===== src/inc/rss_pkg.sv =====
// Purpose: Constants for the rail strobe sequencer
// Assumes: 125 MHz clock
// Notes: Offsets are register subaddresses
package rss_pkg;
   localparam logic [7:0] RSS_OFS_GAP = 8'h21;
   localparam logic [7:0] RSS_OFS_PAIR_A = 8'h22;
   localparam logic [7:0] RSS_OFS_PAIR_B = 8'h23;
   localparam logic [7:0] RSS_RST_GAP = 8'h00;
   localparam logic [7:0] RSS_RST_PAIR_A = 8'h98;
   localparam logic [7:0] RSS_RST_PAIR_B = 8'h75;
   localparam logic [7:0] RSS_GAP_RW_MASK = 8'h81;
   localparam int RSS_SCALE_BIT = 7;
   localparam int RSS_GAP_NINE_BIT = 0;
   localparam logic [3:0] RSS_SLOT_MIN = 4'h3;
   localparam logic [3:0] RSS_SLOT_MAX = 4'ha;
   localparam logic [3:0] RSS_STROBE_FIRST = 4'h1;
   localparam logic [3:0] RSS_STROBE_LAST = 4'ha;
   localparam int RSS_SCALE_FACTOR = 10;
   localparam int RSS_CLK_MHZ = 125;
   localparam int RSS_SHORT_MS = 2;
   localparam int RSS_LONG_MS = 5;
   localparam int RSS_SHORT_CYC = RSS_SHORT_MS * RSS_CLK_MHZ * 1000;
   localparam int RSS_LONG_CYC = RSS_LONG_MS * RSS_CLK_MHZ * 1000;
   localparam int RSS_CNT_W = 26;
endpackage


===== src/hdl/rss_sequencer.sv =====
// Purpose: Strobe sequencer for four switching rails with register access
// Assumes: Synchronous register port, one access per cycle
// Notes: Counts at 125 MHz; gap lengths are parameters for simulation
`timescale 1ns/1ps
module rss_sequencer
   import rss_pkg::*;
#(
   parameter int P_SHORT_CYC = RSS_SHORT_CYC,
   parameter int P_LONG_CYC = RSS_LONG_CYC
)
(
   input wire logic i_clk,
   input wire logic i_rstn,
   input wire logic i_ce,
   input wire logic i_wr,
   input wire logic i_rd,
   input wire logic [7:0] i_addr,
   input wire logic [7:0] i_wdata,
   input wire logic [7:0] i_gap_select,
   input wire logic i_power_up,
   input wire logic i_power_down,
   output logic [7:0] o_rdata,
   output logic o_busy,
   output logic o_up_dir,
   output logic [3:0] o_strobe,
   output logic o_strobe_pulse,
   output logic [3:0] o_rail_en
);
   typedef enum {ST_IDLE, ST_STROBE, ST_GAP} rss_state_type;
   typedef struct packed {
      logic [7:0] gap_r;
      logic [7:0] pair_a_r;
      logic [7:0] pair_b_r;
      logic [7:0] rdata_r;
      rss_state_type state_r;
      logic up_r;
      logic [3:0] strobe_r;
      logic [RSS_CNT_W-1:0] cnt_r;
      logic pulse_r;
      logic [3:0] rail_r;
      logic busy_r;
   } rss_regs_type;

   rss_regs_type cur_r;
   rss_regs_type cur_nxt;
   logic [3:0] hit;
   logic [3:0] owned;
   logic [15:0] slots;
   logic gap_long;
   logic [RSS_CNT_W-1:0] gap_len;

   assign slots = {cur_r.pair_b_r, cur_r.pair_a_r};

   genvar g;
   generate
      for (g = 0; g < 4; g++)
      begin : g_rail
         rss_slot_decode u_dec (
            .i_slot(slots[4*g +: 4]),
            .i_strobe(cur_r.strobe_r),
            .o_hit(hit[g]),
            .o_owned(owned[g])
         );
      end
   endgenerate

   // Gap index: after strobe n on power-up, before strobe n on power-down
   always_comb
   begin
      logic [3:0] gi;
      logic [3:0] gidx;
      logic [RSS_CNT_W-1:0] base;
      gi = cur_r.up_r ? cur_r.strobe_r : cur_r.strobe_r - 4'h1;
      gidx = gi - 4'h1;
      base = '0;
      if (gi == 4'h9)
         gap_long = cur_r.gap_r[RSS_GAP_NINE_BIT];
      else if (gi >= 4'h1 && gi <= 4'h8)
         gap_long = i_gap_select[gidx[2:0]];
      else
         gap_long = 1'b0;
      base = gap_long ? RSS_CNT_W'(P_LONG_CYC) : RSS_CNT_W'(P_SHORT_CYC);
      if (!cur_r.up_r && cur_r.gap_r[RSS_SCALE_BIT])
         gap_len = RSS_CNT_W'(base * RSS_SCALE_FACTOR);
      else
         gap_len = base;
   end

   always_comb
   begin
      cur_nxt = cur_r;
      cur_nxt.pulse_r = 1'b0;
      if (i_wr)
      begin
         case (i_addr)
            RSS_OFS_GAP: cur_nxt.gap_r = i_wdata & RSS_GAP_RW_MASK;
            RSS_OFS_PAIR_A: cur_nxt.pair_a_r = i_wdata;
            RSS_OFS_PAIR_B: cur_nxt.pair_b_r = i_wdata;
            default: ;
         endcase
      end
      if (i_rd)
      begin
         case (i_addr)
            RSS_OFS_GAP: cur_nxt.rdata_r = cur_r.gap_r;
            RSS_OFS_PAIR_A: cur_nxt.rdata_r = cur_r.pair_a_r;
            RSS_OFS_PAIR_B: cur_nxt.rdata_r = cur_r.pair_b_r;
            default: cur_nxt.rdata_r = 8'h00;
         endcase
      end
      case (cur_r.state_r)
         ST_IDLE:
         begin
            if (i_power_up)
            begin
               cur_nxt.up_r = 1'b1;
               cur_nxt.strobe_r = RSS_STROBE_FIRST;
               cur_nxt.state_r = ST_STROBE;
            end
            else if (i_power_down)
            begin
               cur_nxt.up_r = 1'b0;
               cur_nxt.strobe_r = RSS_STROBE_LAST;
               cur_nxt.state_r = ST_STROBE;
            end
         end
         ST_STROBE:
         begin
            cur_nxt.pulse_r = 1'b1;
            // Rails outside control keep their state
            for (int i = 0; i < 4; i++)
               if (hit[i])
                  cur_nxt.rail_r[i] = cur_r.up_r;
            cur_nxt.cnt_r = gap_len;
            if ((cur_r.up_r && cur_r.strobe_r == RSS_STROBE_LAST) ||
                (!cur_r.up_r && cur_r.strobe_r == RSS_STROBE_FIRST))
               cur_nxt.state_r = ST_IDLE;
            else
               cur_nxt.state_r = ST_GAP;
         end
         ST_GAP:
         begin
            if (cur_r.cnt_r <= RSS_CNT_W'(2))
            begin
               cur_nxt.strobe_r = cur_r.up_r ? cur_r.strobe_r + 4'h1 :
                                  cur_r.strobe_r - 4'h1;
               cur_nxt.state_r = ST_STROBE;
            end
            else
               cur_nxt.cnt_r = cur_r.cnt_r - RSS_CNT_W'(1);
         end
         default: cur_nxt.state_r = ST_IDLE;
      endcase
      // Registered so busy leaves the block straight from a flip-flop
      cur_nxt.busy_r = (cur_nxt.state_r != ST_IDLE);
   end

   always_ff @(posedge i_clk)
   begin
      if (!i_rstn)
      begin
         cur_r <= '0;
         cur_r.state_r <= ST_IDLE;
         cur_r.gap_r <= RSS_RST_GAP;
         cur_r.pair_a_r <= RSS_RST_PAIR_A;
         cur_r.pair_b_r <= RSS_RST_PAIR_B;
      end
      else if (i_ce)
         cur_r <= cur_nxt;
   end

   assign o_rdata = cur_r.rdata_r;
   assign o_busy = cur_r.busy_r;
   assign o_up_dir = cur_r.up_r;
   assign o_strobe = cur_r.strobe_r;
   assign o_strobe_pulse = cur_r.pulse_r;
   assign o_rail_en = cur_r.rail_r;

   // Assertions
   AST_SCALED_GAP: assert property (@(posedge i_clk) disable iff (!i_rstn)
      (i_ce && cur_r.state_r == ST_STROBE && !cur_r.up_r && cur_r.gap_r[RSS_SCALE_BIT]
       && cur_r.strobe_r != RSS_STROBE_FIRST) |=>
      (cur_r.cnt_r == RSS_CNT_W'(P_SHORT_CYC * RSS_SCALE_FACTOR)
       || cur_r.cnt_r == RSS_CNT_W'(P_LONG_CYC * RSS_SCALE_FACTOR)))
      else $error("power-down gap not scaled");
   AST_UP_UNSCALED: assert property (@(posedge i_clk) disable iff (!i_rstn)
      (i_ce && cur_r.up_r && cur_r.state_r == ST_STROBE) |=>
      (cur_r.cnt_r == RSS_CNT_W'(P_SHORT_CYC) || cur_r.cnt_r == RSS_CNT_W'(P_LONG_CYC)))
      else $error("power-up gap scaled");
   AST_GAP_NINE: assert property (@(posedge i_clk) disable iff (!i_rstn)
      (i_ce && cur_r.up_r && cur_r.strobe_r == 4'h9 && cur_r.state_r == ST_STROBE) |=>
      cur_r.cnt_r == ($past(cur_r.gap_r[RSS_GAP_NINE_BIT]) ? RSS_CNT_W'(P_LONG_CYC)
                      : RSS_CNT_W'(P_SHORT_CYC)))
      else $error("gap nine length wrong");
   AST_RAIL_ON: assert property (@(posedge i_clk) disable iff (!i_rstn)
      (i_ce && cur_r.state_r == ST_STROBE && cur_r.up_r && hit[0]) |=> o_rail_en[0])
      else $error("rail not enabled at its strobe");
   AST_RAIL_OFF: assert property (@(posedge i_clk) disable iff (!i_rstn)
      (i_ce && cur_r.state_r == ST_STROBE && !cur_r.up_r && hit[0]) |=> !o_rail_en[0])
      else $error("rail not disabled at its strobe");
   AST_UNOWNED_HOLD: assert property (@(posedge i_clk) disable iff (!i_rstn)
      (i_ce && !owned[1] && !i_wr) |=> $stable(o_rail_en[1]))
      else $error("uncontrolled rail changed");
   AST_PAIR_A_READ: assert property (@(posedge i_clk) disable iff (!i_rstn)
      (i_ce && i_rd && !i_wr && i_addr == RSS_OFS_PAIR_A) |=> o_rdata == $past(cur_r.pair_a_r))
      else $error("pair a read wrong");
   AST_PAIR_B_WRITE: assert property (@(posedge i_clk) disable iff (!i_rstn)
      (i_ce && i_wr && i_addr == RSS_OFS_PAIR_B) |=> cur_r.pair_b_r == $past(i_wdata))
      else $error("pair b write lost");
   AST_ORDER: assert property (@(posedge i_clk) disable iff (!i_rstn)
      (i_ce && cur_r.state_r == ST_GAP && cur_r.cnt_r <= RSS_CNT_W'(2) && cur_r.up_r)
      |=> o_strobe == $past(o_strobe) + 4'h1)
      else $error("strobe order broken");
   AST_PULSE_ONE: assert property (@(posedge i_clk) disable iff (!i_rstn)
      (i_ce && o_strobe_pulse) |=> !o_strobe_pulse)
      else $error("strobe pulse longer than one cycle");
   AST_START_UP: assert property (@(posedge i_clk) disable iff (!i_rstn)
      (i_ce && !o_busy && i_power_up) |=> (o_busy && o_up_dir && o_strobe == RSS_STROBE_FIRST))
      else $error("power-up did not start at the first strobe");
   COV_UP: cover property (@(posedge i_clk) o_strobe_pulse && o_up_dir && o_strobe == 4'ha);
   COV_DOWN: cover property (@(posedge i_clk) o_strobe_pulse && !o_up_dir && o_strobe == 4'h1);
   COV_SCALED: cover property (@(posedge i_clk) !o_up_dir && cur_r.gap_r[RSS_SCALE_BIT] && o_busy);
   COV_REFUSED: cover property (@(posedge i_clk) o_busy && (i_power_up || i_power_down));
endmodule


===== src/hdl/rss_slot_decode.sv =====
// Purpose: Decode one rail slot field against the current strobe
// Assumes: Strobe numbers 1 to 10
// Notes: Purely combinational
`timescale 1ns/1ps
module rss_slot_decode
   import rss_pkg::*;
(
   input wire logic [3:0] i_slot,
   input wire logic [3:0] i_strobe,
   output logic o_hit,
   output logic o_owned
);
   always_comb
   begin
      o_owned = (i_slot >= RSS_SLOT_MIN) && (i_slot <= RSS_SLOT_MAX);
      o_hit = o_owned && (i_slot == i_strobe);
   end
endmodule


===== config.mk =====
export PLATFORM = sky130hd
export DESIGN_NAME = rss_sequencer
export DESIGN_NICKNAME = d
export VERILOG_FILES = /design/src/inc/rss_pkg.sv /design/src/hdl/rss_sequencer.sv /design/src/hdl/rss_slot_decode.sv
export SDC_FILE = /design/constraint.sdc
export NUM_CORES = 1
export LEC_CHECK = 0
export BUFFER_PORTS_ARGS = -buffer_cell sky130_fd_sc_hd__buf_2
export CORE_ASPECT_RATIO = 1.4
export CORE_MARGIN = 3
export CORE_UTILIZATION = 35
export DETAILED_ROUTE_END_ITERATION = 12
export SKIP_CTS_REPAIR_TIMING = 1
export SYNTH_ARGS = -nofsm -noshare
export SYNTH_HDL_FRONTEND = slang
export SYNTH_HIERARCHICAL = 1
export SYNTH_SLANG_ARGS = --single-unit

===== constraint.sdc =====
create_clock -name i_clk -period 4.22 [get_ports i_clk]
set_clock_uncertainty 0.2 [all_clocks]
set_input_delay 0.422 -clock i_clk [delete_from_list [all_inputs] [get_ports i_clk]]
set_output_delay 0.422 -clock i_clk [all_outputs]
set_load 0.005 [all_outputs]

Word level (Yosys, flattened, before mapping):

Index checks and enable logic that the tools add are counted.
W data, S select, Z words.

* reductions and logical operators: 30
* multiplexer cells: 23
* bitwise logic cells: 0
* add/subtract/negate cells: 4
* divide/modulo/power cells: 0
* equal/unequal tests: 15
* multipliers: 1
* shift operators: 0
* $lt $le $gt $ge: 12

Operator list (number)
* $pmux W32 S3: 1
* $mux W37: 2
* $pmux W26 S2: 1
* $eq A32 B1 Y1 const B: 1
* $eq A32 B2 Y1 const B: 1
* $logic_not A32 Y1: 1
* $mux W32: 1
* $reduce_bool A32 Y1: 1
* $reduce_and A3 Y1: 9
* $le A26 B2 Y1 const B: 1
* $mux W26: 1
* $sub A26 B1 Y26 const B: 1
* $eq A8 B6 Y1 const B: 3
* $mux W24: 1
* $pmux W8 S3: 1
* $mul A20 B3 Y23 const B: 1
* $le A4 B4 Y1 const B: 5
* $mux W20: 1
* $eq A4 B4 Y1: 4
* $ge A4 B2 Y1 const B: 4
* $logic_and A1 B1 Y1: 12
* $mux W4: 3
* $eq A4 B4 Y1 const B: 2
* $pmux W4 S2: 1
* 17 further kinds: 26

* ROM bits: 0
* bits in registers: 95
* RAM bits: 0
* word-level logic and storage cells: 99
* output and inout bits: 19
* memories kept: 0
* latch bits: 0
* input port bits: 31

Depth between registers and ports, before layout:

* depth in word-level cells: 11
* depth in mapped cells: 14
* mapped depth without buffers: 13

Modules after synthesis:

The synthesis kept the hierarchy.

By module, submodules not included
* rss_sequencer: instances 1, area each 4669.5 um^2, sequential area each 1901.8 um^2, cells an instance 548
* rss_slot_decode: instances 4, area each 72.6 um^2, sequential area each 0.0 um^2, cells an instance 8

Worst setup path before layout:

No wires, ideal clock.

* kind: reg2reg
* from: reg cur_r, in the netlist o_strobe[0]
* to: reg cur_r[14] (netlist bit)
* path buffers: 0
* stages on the path, launching flop included: 13
* period minus slack after synthesis: 3.781 ns
* setup time: 0.119 ns
* data required time: 3.901 ns
* data arrival time: 3.462 ns
* path slack: 0.439 ns
* cell sequence: dfxtp_1 inv_1 ha_1 mux2_2 ha_1 mux4_2 or3b_2 nand4b_1 nand3_1 ha_1 nor2_1 a31oi_1 o221a_2

* cells in the longest elaborated chain, start to end: 11
* elaborated cells between the ends (all ways): 15
* those cells by class: add/sub: 2; mul: 1; order compare: 2; eq/ne: 1; mux: 8; reduce/logical: 1

RTL lines
* start: declaration: line rss_sequencer.sv:44 `rss_regs_type cur_r;`
* start signal: assignment: line rss_sequencer.sv:169 `cur_r <= cur_nxt;`
* $sub A4 B1 Y4: line rss_sequencer.sv:73 `gi = cur_r.up_r ? cur_r.strobe_r : cur_r.strobe_r - 4'h1;`
* $mux W4 (*): line rss_sequencer.sv:73
* $sub A3 B1 Y3: line rss_sequencer.sv:74 `gidx = gi - 4'h1;`
* $bmux W1 S3: line rss_sequencer.sv:79 `gap_long = i_gap_select[gidx[2:0]];`
* $mux W1 (implied by the code): line rss_sequencer.sv:79
* $mux W1: line rss_sequencer.sv:78 `else if (gi >= 4'h1 && gi <= 4'h8)`
* $mux W1 (*): line rss_sequencer.sv:76 `if (gi == 4'h9)`
* $mux W20 (*): line rss_sequencer.sv:82 `base = gap_long ? RSS_CNT_W'(P_LONG_CYC) : RSS_CNT_W'(P_SHORT_CYC);`
* $mul A20 B3 Y23: line rss_sequencer.sv:84 `gap_len = RSS_CNT_W'(base * RSS_SCALE_FACTOR);`
* $mux W24 (*): line rss_sequencer.sv:83 `if (!cur_r.up_r && cur_r.gap_r[RSS_SCALE_BIT])`
* $pmux W26 S2 (*): line rss_sequencer.sv:111 `case (cur_r.state_r)`

Every way passes the cells marked *; elsewhere a longest branch is shown, timed or not. The select of a mux whose other input is x is not followed.
A chain may end at the register's enable or synchronous reset.

Worst setup path in the final report:

Same ends and word-level chain as after synthesis.

==> out/results.txt <==
Outcome - complete, no violations
Vias in the first global route - 4467
Number of buffers and inverters on the critical path - 1
Reg clk slew, reported paths - 70 ps
Worst Path Arrival - 3930 ps
Hold Path Class - primary input to register
Final Cell Area - 5630 um^2
Top_reg_cell synth - dfxtp_1
Crit path launch type - register
Boundary Pins - 50
Placed cells - 782
Worst vdd rail ir drop - 0.210 mV
DR iter-0 viols - 231
Die Y - 147 um
Clock Latency Late Sink - 350 ps
Sequential area share after synthesis - 0.383
Slew headroom - 0.353
Clock root buffer - clkbuf_16
Yosys warning count - 6
Antenna violations before repair - 0
Final worst setup slack - 336 ps
Max stage delay on crit path - 440 ps
Final Core Density - 0.413
GPL Wtd Cong - 0.861
Final Cycle Share - 0.920
Largest net degree at the start of global routing - 52
Slowest stage cell, crit path - or3b_2
Global-route wire length before repair - 21300 um
Top cell by count, worst path - ha_1
Area grow syn2layout - 13.5%
TritonCTS clock tree - built
Core area - 13600 um^2
Slew Viols, Final - 0
Final hold violation count - 0
Worst setup EP type - register
# setup viols final - 0
Peak Freq - 0.257 GHz
Share of cells above drive strength 1 - 0.175
Input/output buffers - 49
Total number of vias - 4354
Final WL - 12800 um
Vias per cell - 5.46
Fin nets - 659
Cells after Synth - 580
Post-route total power - 2.22 mW
Hold WS - 109 ps
Flops & latches, synth - 95
ANT nets after route - 0
Measured slew at the worst slew-check pin - 971 ps
Die Area - 15700 um^2
Synthesized area - 4960 um^2
Final min period - 3880 ps
Routed len/inst - 16.0 um
Clock Sinks - 95
Gr usage total - 0.167
H-tree depth - 3
Non-filler cells, final - 798
Core Rows - 50
Number of flops mapped to enable cells by yosys - 0
CP max FO - 6
Post-synth ARST share - 0
Drt first pass iters - 4
Setup TNS - 0 ps
Fill cells - 1414
TritonCTS Buffers - 9
Synth cell types - 61
Delay-heaviest family, CP - adder cells
Deepest clock path buffer count - 2
Initial core utilization - 0.364
MaxCap Viol Count - 0
Kind of critical path - register to register
Dpl ws - 365 ps
DR DRC count - 0
RSZ-0062 raised after global routing - false
Mapped Nets - 628
Crit path cell chain - inv_1, ha_1, mux2_2, ha_1, mux4_2, or3b_2, nand4b_1, nand3_1, ha_1, nor2_1, a31oi_1, o221a_2
DP Area - 5330 um^2
GRT overflow - 0
Syn avg cell area - 8.55 um^2
Antenna diodes - 0
Req. time, crit path - 4270 ps
Leakage power figure - 2.43 nW
Die X - 107 um
PD cells - 394 nW/um^2
DP Wirelength - 9120 um
-- layout make-up --
class / count / area (um^2) / area share
clock inverters: 7 / 78.8 / 0.0140
multi-input cells: 429 / 2800 / 0.497
well taps: 182 / 228 / 0.0405
flip-flops and latches: 95 / 1900 / 0.338
repair buffers: 63 / 350 / 0.0622
clock buffers: 9 / 225 / 0.0400
inverters: 13 / 48.8 / 0.00867
-- worst paths after layout --
kind | start | to | slack, ps | depth (start not counted)
setup / recovery | o_strobe[0] | cur_r[14] | 340 | 12
hold / removal | i_wdata[5] | cur_r[82] | 110 | 3
setup reg to reg | o_strobe[0] | cur_r[14] | 340 | 12
hold reg to reg | o_rail_en[0] | o_rail_en[0] | 260 | 2
-- tightest hold or removal path: stages --
cell and delay, ps:
buf_2 90, mux2i_1 60, nand2_1 60
-- where the power goes --
| group | internal [mW] | switching [mW] | total, mW |
|---|---|---|---|
| clock | 0.425 | 0.400 | 0.825 |
| combinational | 0.167 | 0.282 | 0.450 |
| sequential | 0.917 | 0.0240 | 0.941 |
-- logic make-up after synthesis --
logic type               Yosys count  share of synthesized area
adder cells (fa/ha/maj)           17                     0.0429
buffers and inverters             56                     0.0547
flip-flops                        95                      0.383
multiplexers                      32                     0.0706
AO/OA/AOI/OAI                    115                      0.142
AND/OR/NAND/NOR                  238                      0.250
XOR/XNOR                          27                     0.0565
-- cells in the final DEF (no fill, tap or decap), drive strengths merged, types with 12 or more instances in the layout --
| master | Yosys | layout |
|---|---|---|
| a21oi | 53 | 53 |
| and3 | 35 | 35 |
| buf | 19 | 63 |
| dfxtp | 95 | 95 |
| ha | 17 | 17 |
| inv | 12 | 17 |
| mux2i | 26 | 26 |
| nand2 | 38 | 38 |
| nand3 | 14 | 14 |
| nand4 | 12 | 12 |
| nor2 | 71 | 71 |
| nor3 | 14 | 14 |
| nor4 | 18 | 18 |
| o21ai | 30 | 30 |
| xnor2 | 14 | 14 |
| xor2 | 12 | 12 |
-- Yosys cell counts (all sizes together), types with 17 or more instances --
cell type / instances / area share
nor4: 18 / 0.023
nand2: 38 / 0.029
clkbuf: 24 / 0.018
a21oi: 53 / 0.057
nor2: 71 / 0.054
and3: 35 / 0.044
dfxtp: 95 / 0.38
buf: 19 / 0.027
ha: 17 / 0.043
o21ai: 30 / 0.030
mux2i: 26 / 0.052
-- metal layers --
metal	vias to the layer above	track usage	wire (um)
li1	2138	-	-
met1	2095	0.191	5290
met5	-	0	0
met2	103	0.301	6650
met3	18	0.0365	561
met4	0	0.0646	274
-- state kept, by name, summed over array words and instances, names as in the netlist --
name,cells
cur_r,76
o_busy,1
o_rail_en,4
o_rdata,8
o_strobe,4
o_strobe_pulse,1
o_up_dir,1
Power figures use the tool's default switching activity.
